## config.mk

```make
export PLATFORM = sky130hd
export DESIGN_NAME = proximity_led_pulse_timing
export DESIGN_NICKNAME = d
export VERILOG_FILES = /design/src/prox_timing_pkg.sv /design/src/proximity_led_pulse_timing.sv
export SDC_FILE = /design/constraint.sdc
export NUM_CORES = 1
export LEC_CHECK = 0
export ABC_AREA = 1
export ABC_CLOCK_PERIOD_IN_PS = 8100
export BUFFER_PORTS_ARGS = -buffer_cell sky130_fd_sc_hd__buf_2
export CORE_MARGIN = 1.5
export CORE_UTILIZATION = 60
export CTS_BUF_LIST = sky130_fd_sc_hd__clkbuf_4
export DETAILED_ROUTE_END_ITERATION = 12
export HOLD_SLACK_MARGIN = 0.02
export PLACE_DENSITY_LB_ADDON = 0.15
export SLEW_MARGIN = 20
export SYNTH_ARGS = -nofsm -noshare
export SYNTH_HDL_FRONTEND = slang
export SYNTH_SLANG_ARGS = --single-unit
```

## constraint.sdc

```tcl
create_clock -name sys_clk -period 8.1 [get_ports sys_clk]
set_input_delay 1.215 -clock sys_clk [delete_from_list [all_inputs] [get_ports sys_clk]]
set_output_delay 1.215 -clock sys_clk [all_outputs]
set_load 0.02 [all_outputs]
```

## src/prox_timing_pkg.sv

```systemverilog
// Constants, types and helpers for the proximity LED pulse timing block
// How it works
// - LED pulse rate is the 4 MHz reference divided by the divider register.
// - Divider resets to sixteen, giving 250 KHz, a 4 us period.
// - Divisors two to thirty-one cover roughly 129 KHz up to 2 MHz.
// - Receiver samples after a programmable delay from every LED edge when the delay is below the LED on time.
// - Sample delay register resets to five, a 500 ns delay.
// - LED drive is modulated at the pulse rate to light the target.
// - With 300 us integration the result is an unsigned 12-bit value.
// - Result width grows with integration time up to 16 bits.
// - Final measurement is stored in the result register for host reads.
// - Divider uses the low five register bits; upper three ignored.
// - Sample delay code uses the low five register bits.
`default_nettype none

package prox_timing_pkg;

  localparam int SYS_CLK_MHZ = 250;
  localparam int REF_CLK_MHZ = 4;
  localparam int TB_STEP_NS = 125;
  localparam int TB_MHZ = 1000 / TB_STEP_NS;
  localparam int ACC_W = 9;
  localparam logic [ACC_W-1:0] ACC_MOD = ACC_W'(SYS_CLK_MHZ);
  localparam logic [ACC_W-1:0] ACC_STEP = ACC_W'(TB_MHZ);
  localparam logic [ACC_W-1:0] ACC_RESET = 9'h000;

  localparam int ADDR_W = 8;
  localparam int DATA_W = 8;
  localparam logic [ADDR_W-1:0] LED_PULSE_DIVIDER_ADDR = 8'h0D;
  localparam logic [ADDR_W-1:0] RECEIVER_SAMPLE_DELAY_ADDR = 8'h0E;
  localparam logic [ADDR_W-1:0] PROXIMITY_RESULT_MSB_ADDR = 8'h41;
  localparam logic [ADDR_W-1:0] PROXIMITY_RESULT_LSB_ADDR = 8'h42;

  localparam int FIELD_W = 5;
  localparam int FIELD_LSB = 0;
  localparam logic [FIELD_W-1:0] DIV_RESET = 5'h10;
  localparam logic [FIELD_W-1:0] DIV_MIN = 5'h02;
  localparam logic [FIELD_W-1:0] DIV_MAX = 5'h1F;
  localparam logic [FIELD_W-1:0] DELAY_RESET = 5'h05;
  localparam logic [FIELD_W-1:0] DELAY_NONE_MAX = 5'h01;

  localparam int PHASE_W = FIELD_W + 1;
  localparam logic [PHASE_W-1:0] PHASE_RESET = 6'h3F;

  localparam int RESULT_W = 16;
  localparam int INTEG_W = 3;
  localparam logic [INTEG_W-1:0] INTEG_300US = 3'h0;
  localparam logic [INTEG_W-1:0] INTEG_600US = 3'h1;
  localparam logic [INTEG_W-1:0] INTEG_1200US = 3'h2;
  localparam logic [INTEG_W-1:0] INTEG_1800US = 3'h3;
  localparam logic [INTEG_W-1:0] INTEG_2400US = 3'h4;
  localparam logic [INTEG_W-1:0] INTEG_3600US = 3'h5;
  localparam logic [RESULT_W-1:0] MASK_12B = 16'h0FFF;
  localparam logic [RESULT_W-1:0] MASK_13B = 16'h1FFF;
  localparam logic [RESULT_W-1:0] MASK_14B = 16'h3FFF;
  localparam logic [RESULT_W-1:0] MASK_15B = 16'h7FFF;
  localparam logic [RESULT_W-1:0] MASK_16B = 16'hFFFF;
  localparam logic [RESULT_W-1:0] RESULT_RESET = 16'h0000;

  typedef struct packed {
    logic wr;
    logic rd;
    logic [ADDR_W-1:0] addr;
    logic [DATA_W-1:0] wdata;
  } reg_req_t;

  typedef struct packed {
    logic valid;
    logic [INTEG_W-1:0] integ_sel;
    logic [RESULT_W-1:0] data;
  } conv_out_t;

  // Valid result bits for each integration time
  function automatic logic [RESULT_W-1:0] result_mask(input logic [INTEG_W-1:0] sel);
    logic [RESULT_W-1:0] m;
    m = MASK_16B;
    unique case (sel)
      INTEG_300US: m = MASK_12B;
      INTEG_600US: m = MASK_13B;
      INTEG_1200US: m = MASK_14B;
      INTEG_1800US, INTEG_2400US: m = MASK_15B;
      INTEG_3600US: m = MASK_16B;
      default: m = MASK_16B;
    endcase
    return m;
  endfunction

endpackage

`default_nettype wire

```

## src/proximity_led_pulse_timing.sv

```systemverilog
// LED pulse divider, receiver sample strobe timing and result register
`default_nettype none

module proximity_led_pulse_timing
  import prox_timing_pkg::*;
(
  input wire logic sys_clk,
  input wire logic sys_rst,
  input wire reg_req_t reg_req,
  output logic [DATA_W-1:0] reg_rdata,
  input wire conv_out_t conv_out,
  output logic led_drive,
  output logic sample_strobe
);

  logic [ACC_W-1:0] acc_reg;
  logic [ACC_W-1:0] acc_next;
  logic [ACC_W-1:0] acc_sum;
  logic tb_tick;
  logic [FIELD_W-1:0] div_reg;
  logic [FIELD_W-1:0] div_next;
  logic [FIELD_W-1:0] delay_reg;
  logic [FIELD_W-1:0] delay_next;
  logic [FIELD_W-1:0] div_eff;
  logic [FIELD_W-1:0] delay_eff;
  logic [PHASE_W-1:0] period_last;
  logic [PHASE_W-1:0] phase_reg;
  logic [PHASE_W-1:0] phase_next;
  logic led_reg;
  logic led_next;
  logic sample_reg;
  logic sample_next;
  logic [RESULT_W-1:0] result_reg;
  logic [RESULT_W-1:0] result_next;
  logic [DATA_W-1:0] rdata_reg;
  logic [DATA_W-1:0] rdata_next;

  // Timebase: 8 MHz ticks from 250 MHz by fractional accumulation
  always_comb begin
    acc_sum = acc_reg + ACC_STEP;
    tb_tick = (acc_sum >= ACC_MOD);
    acc_next = tb_tick ? acc_sum - ACC_MOD : acc_sum;
  end

  always_ff @(posedge sys_clk) begin
    if (sys_rst) begin
      acc_reg <= ACC_RESET;
    end else begin
      acc_reg <= acc_next;
    end
  end

  // Control registers
  always_comb begin
    div_next = div_reg;
    delay_next = delay_reg;
    if (reg_req.wr && reg_req.addr == LED_PULSE_DIVIDER_ADDR) begin
      div_next = reg_req.wdata[FIELD_LSB +: FIELD_W];
    end
    if (reg_req.wr && reg_req.addr == RECEIVER_SAMPLE_DELAY_ADDR) begin
      delay_next = reg_req.wdata[FIELD_LSB +: FIELD_W];
    end
  end

  always_ff @(posedge sys_clk) begin
    if (sys_rst) begin
      div_reg <= DIV_RESET;
      delay_reg <= DELAY_RESET;
    end else begin
      div_reg <= div_next;
      delay_reg <= delay_next;
    end
  end

  // Pulse phase: one period is 2 x divisor timebase ticks, LED on in first half
  always_comb begin
    div_eff = (div_reg < DIV_MIN) ? DIV_MIN : div_reg;
    delay_eff = (delay_reg <= DELAY_NONE_MAX) ? '0 : delay_reg - 5'h01;
    period_last = {div_eff, 1'b0} - 6'h01;
    phase_next = phase_reg;
    if (tb_tick) begin
      phase_next = (phase_reg >= period_last) ? '0 : phase_reg + 6'h01;
    end
    led_next = (phase_next < {1'b0, div_eff});
    // Sample a fixed delay after each rising and falling LED edge while delay_eff is below div_eff
    sample_next = tb_tick && (phase_next == {1'b0, delay_eff} ||
                              phase_next == {1'b0, div_eff} + {1'b0, delay_eff});
  end

  always_ff @(posedge sys_clk) begin
    if (sys_rst) begin
      phase_reg <= PHASE_RESET;
      led_reg <= 1'b0;
      sample_reg <= 1'b0;
    end else begin
      phase_reg <= phase_next;
      led_reg <= led_next;
      sample_reg <= sample_next;
    end
  end

  // Result capture and register reads
  always_comb begin
    result_next = result_reg;
    if (conv_out.valid) begin
      result_next = conv_out.data & result_mask(conv_out.integ_sel);
    end
    rdata_next = rdata_reg;
    if (reg_req.rd) begin
      unique case (reg_req.addr)
        LED_PULSE_DIVIDER_ADDR: rdata_next = {3'h0, div_reg};
        RECEIVER_SAMPLE_DELAY_ADDR: rdata_next = {3'h0, delay_reg};
        PROXIMITY_RESULT_MSB_ADDR: rdata_next = result_reg[RESULT_W-1 -: DATA_W];
        PROXIMITY_RESULT_LSB_ADDR: rdata_next = result_reg[DATA_W-1:0];
        default: rdata_next = 8'h00;
      endcase
    end
  end

  always_ff @(posedge sys_clk) begin
    if (sys_rst) begin
      result_reg <= RESULT_RESET;
      rdata_reg <= 8'h00;
    end else begin
      result_reg <= result_next;
      rdata_reg <= rdata_next;
    end
  end

  assign reg_rdata = rdata_reg;
  assign led_drive = led_reg;
  assign sample_strobe = sample_reg;
endmodule

`default_nettype wire

```

# After elaboration in Yosys (flattened, before gate mapping)
# Cells that the tools add are included.
[op_classes]
addsub = 6
magnitude_cmp = 5
eq_ne = 10
muxes = 8
bitwise_logic = 1
reduce_logical = 6
[op_table]
columns = ["operator", "count"]
rows = [
  ["16-bit one-hot mux with 4 select lines", 1],
  ["8-bit one-hot mux with 4 select lines", 1],
  ["16-bit bitwise AND", 1],
  ["8-bit by 4-bit equality test with 1-bit output (second input constant)", 2],
  ["8-bit by 7-bit equality test with 1-bit output (second input constant)", 2],
  ["16-bit two-way mux", 1],
  ["6-bit two-way mux", 2],
  ["5-bit two-way mux", 2],
  ["9-bit by 4-bit adder with 9-bit output (second input constant)", 1],
  ["9-bit by 8-bit greater-or-equal comparator with 1-bit output (second input constant)", 1],
  ["9-bit two-way mux", 1],
  ["9-bit by 8-bit subtractor with 9-bit output (second input constant)", 1],
  ["5-bit by 5-bit adder with 6-bit output", 1],
  ["6-bit by 1-bit adder with 6-bit output (second input constant)", 1],
  ["3-bit by 2-bit equality test with 1-bit output (second input constant)", 2],
  ["6-bit by 5-bit equality test with 1-bit output", 1],
  ["6-bit equality test", 1],
  ["6-bit greater-or-equal comparator", 1],
  ["6-bit by 5-bit < comparator with 1-bit output", 1],
  ["6-bit by 1-bit subtractor with 6-bit output (second input constant)", 1],
  ["5-bit by 1-bit <= comparator with 1-bit output (second input constant)", 1],
  ["5-bit by 2-bit < comparator with 1-bit output (second input constant)", 1],
  ["5-bit by 1-bit subtractor with 5-bit output (second input constant)", 1],
  ["3-bit by 1-bit equality test with 1-bit output (second input constant)", 1],
  ["5 further kinds", 7],
]
[word_totals]
regBits = 51
input_bits = 40
wordCells = 44

# Logic depth before layout (Yosys ltp)
[logic_depth]
word_depth = 9
depth_mapped = 20
depth_no_buf = 20

# Worst setup path before layout
# Ideal clock, no wire load.
[synth_path]
path_type = "reg2reg"
start = "reg div_reg[2]"
end = "reg led_reg (netlist: led_drive)"
setup_ns = 0.070
arrival_ns = 2.728
path_slack_ns = 5.302
path_stages_with_launch = 19
cell_sequence = "dfxtp_1 -> nor2_1 -> nand3_1 -> nand2_1 -> inv_1 -> ha_1 -> nand2_1 -> xor2_1 -> ha_1 -> a21o_1 -> nor2_1 -> nand3_1 -> inv_1 -> nand2_1 -> nand2_1 -> ha_1 -> a21oi_1 -> o21ai_0 -> a21oi_1"
[synth_via]
elab_chain_len = 7
[synth_rtl]
columns = ["element", "line_no", "rtl"]
rows = [
  ["start, declared", "proximity_led_pulse_timing.sv:20", "logic [FIELD_W-1:0] div_reg;"],
  ["start signal, assigned", "proximity_led_pulse_timing.sv:70", "div_reg <= div_next;"],
  ["5-bit by 2-bit < comparator with 1-bit output", "proximity_led_pulse_timing.sv:77", "div_eff = (div_reg < DIV_MIN) ? DIV_MIN : div_reg;"],
  ["5-bit two-way mux (*)", "proximity_led_pulse_timing.sv:77", ""],
  ["6-bit by 1-bit subtractor with 6-bit output (*)", "proximity_led_pulse_timing.sv:79", "period_last = {div_eff, 1'b0} - 6'h01;"],
  ["6-bit greater-or-equal comparator (*)", "proximity_led_pulse_timing.sv:82", "phase_next = (phase_reg >= period_last) ? '0 : phase_reg + 6'h01;"],
  ["6-bit two-way mux (*)", "proximity_led_pulse_timing.sv:82", ""],
  ["6-bit two-way mux (*)", "proximity_led_pulse_timing.sv:81", "if (tb_tick) begin"],
  ["via phase_next[1]", "proximity_led_pulse_timing.sv:28", "logic [PHASE_W-1:0] phase_next;"],
  ["6-bit by 5-bit < comparator with 1-bit output (*)", "proximity_led_pulse_timing.sv:84", "led_next = (phase_next < {1'b0, div_eff});"],
  ["end signal, assigned", "proximity_led_pulse_timing.sv:97", "led_reg <= led_next;"],
  ["end, declared", "proximity_led_pulse_timing.sv:29", "logic led_reg;"],
]
# The timed path passes the listed nets; every way through them passes the cells marked *.
# A chain may end at the register's enable or synchronous reset.

# Worst setup path in the final report
# Ends and elaborated chain as after synthesis.

==> impl_results.md <==
* Pwr dens at 128.6 nW/um^2
* Clock Pin Slew Worst Setup and Hold Paths at 170 ps
* Initial cell density of the core at 62.25%
* Cells after Synth at 474
* Post-synth top area share at 31.48%
* Max reg flops at 16
* Largest net degree at the start of global routing at 38
* Syn. warnings at 0
* Max_slew headroom at 34.57%
* Post-place setup slack at 4887 ps
* Post-DR wirelength/cell at 12.31 um
* Synth Area per Inst at 6.707 sq um
* Crit-path slowest cell: dfxtp_1
* DR pass1 iterations at 4
* Layout cells sized above 1 at 13.20%
* Arr. time, crit path at 3640 ps
* CP dominant cell by count: nand2_1
* Fillers at 493
* Post-synth EDFFs at 0
* Met2 usage at 46.18%
* Critical Path Source Type: register
* Die X at 75.80 um
* Top Ports at 50
* Gpl congestion at 0.8829
* Area leader, netlist: dfxtp_1
* CP peak stage delay at 390 ps
* Netlist cell types at 34
* Clk buf depth at 2
* CTS tree: done
* Post-CTS Hold Fix Bufs at 0
* GRT Residual Overflow at 0
* Fin. max-slew vios at 0
* Number of routed nets with antenna violations at 0
* Leakage at 1.663 nW
* CP Cell Sequence: nor2_1 -> nand3_1 -> nand2_1 -> inv_1 -> ha_1 -> nand2_1 -> xor2_1 -> ha_1 -> a21o_1 -> nor2_1 -> nand3_1 -> inv_1 -> nand2_1 -> nand2_1 -> ha_1 -> a21oi_1 -> o21ai_0 -> a21oi_1
* # diodes at 0
* Mapped Nets at 537
* Clk sink count at 50
* Vias at 3151
* Synth Cell Area at 3179 sq um
* Post_cts resized at 0
* Sequential area share after synthesis at 31.48%
* WHS at 463.0 ps
* Final hold vios at 0
* WP buf/inv at 2
* Least-Margin Pin Slew at 975.4 ps
* Worst Skew at 14.73 ps
* Clock insertion delay at the later pin of the skew report at 390 ps
* Setup TNS at 0 ps
* Drt total wl at 7204 um
* Vias/cell at 5.386
* Die area at 5745 sq um
* Top_reg_cell synth: dfxtp_1
* Worst path top cell family by delay: simple AND/OR/NAND/NOR gates
* All-Layer GR Usage at 26.88%
* FF/Latch Area at 1001 sq um
* Flops & latches, synth at 50
* Result of the run: complete, no violations
* Largest fanout on the critical path at 6
* Max Fclk at 0.3028 GHz
* Initial DRC Count at 106
* Period minus WS final at 3303 ps
* Port buffer count at 46
* Post-route clock period utilization at 40.77%
* Die height at 75.80 um
* Gr busiest metal: met2
* Setup CP Type: reg -> reg
* Num rows at 26
* Final nets at 577
* Synth-to-Final Area Change at 10.82%
* Met1 global-route usage at 32.98%
* Post-CTS Setup Bufs at 0
* Worst setup margin at 4797 ps
* Critical path capture point type: register
* TritonCTS Buffers at 5
* Total power draw at 0.4531 mW
* Endpoints failing setup at 0
* Asr flop ratio synth at 0%
* Htree depth at 2
* RSZ-0062 raised after global routing: no
* GR Util met3 at 5.556%
* Number of global-route vias before repair at 2770
* Drc violations at 0
* Root Driver: clkbuf_4
* Footprint of the multi-input gates at 1848 sq um
* Core area at 5107 sq um
* HP Class: reg -> reg
* Dominant cells by area after synthesis: dfxtp_1 31%, nand2_1 11%, ha_1 8.7%, inv_1 8.1%, o21ai_0 6.6%
* Peak VDD IR at 105.0 uV
* First-pass GRT wire length at 11870 um
* Max-cap violations at 0
* Critical Path RT at 8440 ps
* Post-DP HPWL at 5385 um
* Initial antenna violation count at 0
[cells in the final DEF, fill, tap and decap left out, types with 7 or more instances in the layout]
| cell | instances |
|---|---|
| nand2_1 | 95 |
| inv_1 | 69 |
| dfxtp_1 | 50 |
| buf_2 | 46 |
| nor2_1 | 43 |
| o21ai_0 | 42 |
| nand3_1 | 39 |
| a21oi_1 | 38 |
| ha_1 | 22 |
| nand4_1 | 10 |
| xor2_1 | 7 |
[worst paths after layout]
kind / start / endpoint / slack, ps / cells after the start
max reg2reg: div_reg[2]$_SDFFE_PP0P_ / led_drive$_SDFF_PP0_ / 4800 / 18
min: result_reg[9]$_SDFFE_PP0P_ / result_reg[9]$_SDFFE_PP0P_ / 460 / 2
max: div_reg[2]$_SDFFE_PP0P_ / led_drive$_SDFF_PP0_ / 4800 / 18
min reg2reg: result_reg[9]$_SDFFE_PP0P_ / result_reg[9]$_SDFFE_PP0P_ / 460 / 2
[layer usage]
layer  part of all wire (%)  wire length, um  vias to the layer above
li1                       -                -                     1631
met1                     46             3290                     1425
met2                     48             3457                       83
met3                    4.7              337                       12
met4                    1.7              119                        0
met5                      0                0                        -
[cell usage after synthesis, types with 3 or more instances]
cell type / count
nand2_1: 95
inv_1: 69
dfxtp_1: 50
nor2_1: 43
o21ai_0: 42
nand3_1: 39
a21oi_1: 38
ha_1: 22
clkbuf_1: 11
nand4_1: 10
xor2_1: 7
nand3b_1: 6
nand2_2: 5
nor3_1: 5
o22ai_1: 5
a211oi_1: 3
nand2_4: 3
[metrics by stage]
stage          area, sq um  instances  utilization [%]
2_1_floorplan         3179        474                -
3_3_place_gp          3437        577            67.30
3_5_place_dp          3437        577            67.30
4_1_cts               3523        585            68.99
5_1_grt               3523        585            68.99
6_report              3523        585            68.99
[power by group]
| part | switching [mW] | total [mW] | internal (mW) |
|---|---|---|---|
| Combinational | 0.0226 | 0.0373 | 0.0146 |
| Clock | 0.0915 | 0.159 | 0.0671 |
| Sequential | 0.00416 | 0.257 | 0.253 |
[area by class of cell]
| cell class | instances | share of cell area [%] |
|---|---|---|
| Tap cell | 70 | 2.486 |
| Inverter | 72 | 7.670 |
| Timing Repair Buffer | 46 | 6.534 |
| Multi-Input combinational cell | 339 | 52.45 |
| Clock buffer | 5 | 1.065 |
| Sequential cell | 50 | 28.41 |
| Clock inverter | 3 | 1.385 |
[worst min-delay path: stages (launching register included)]
cell     delay (ps)
dfxtp_1         330
inv_1            50
a21oi_1          60
[kinds of logic (layout without fill, tap and decap cells)]
kind of cell	count (synthesis)	after routing	synth area share, %
buf+inv	85	126	10.39
simple gates	212	212	30.54
compound gates	95	95	15.82
flops	50	50	31.48
xor+xnor	9	9	2.479
fa+ha+maj	23	23	9.288
No activity file was read; power rests on OpenSTA's default activity.
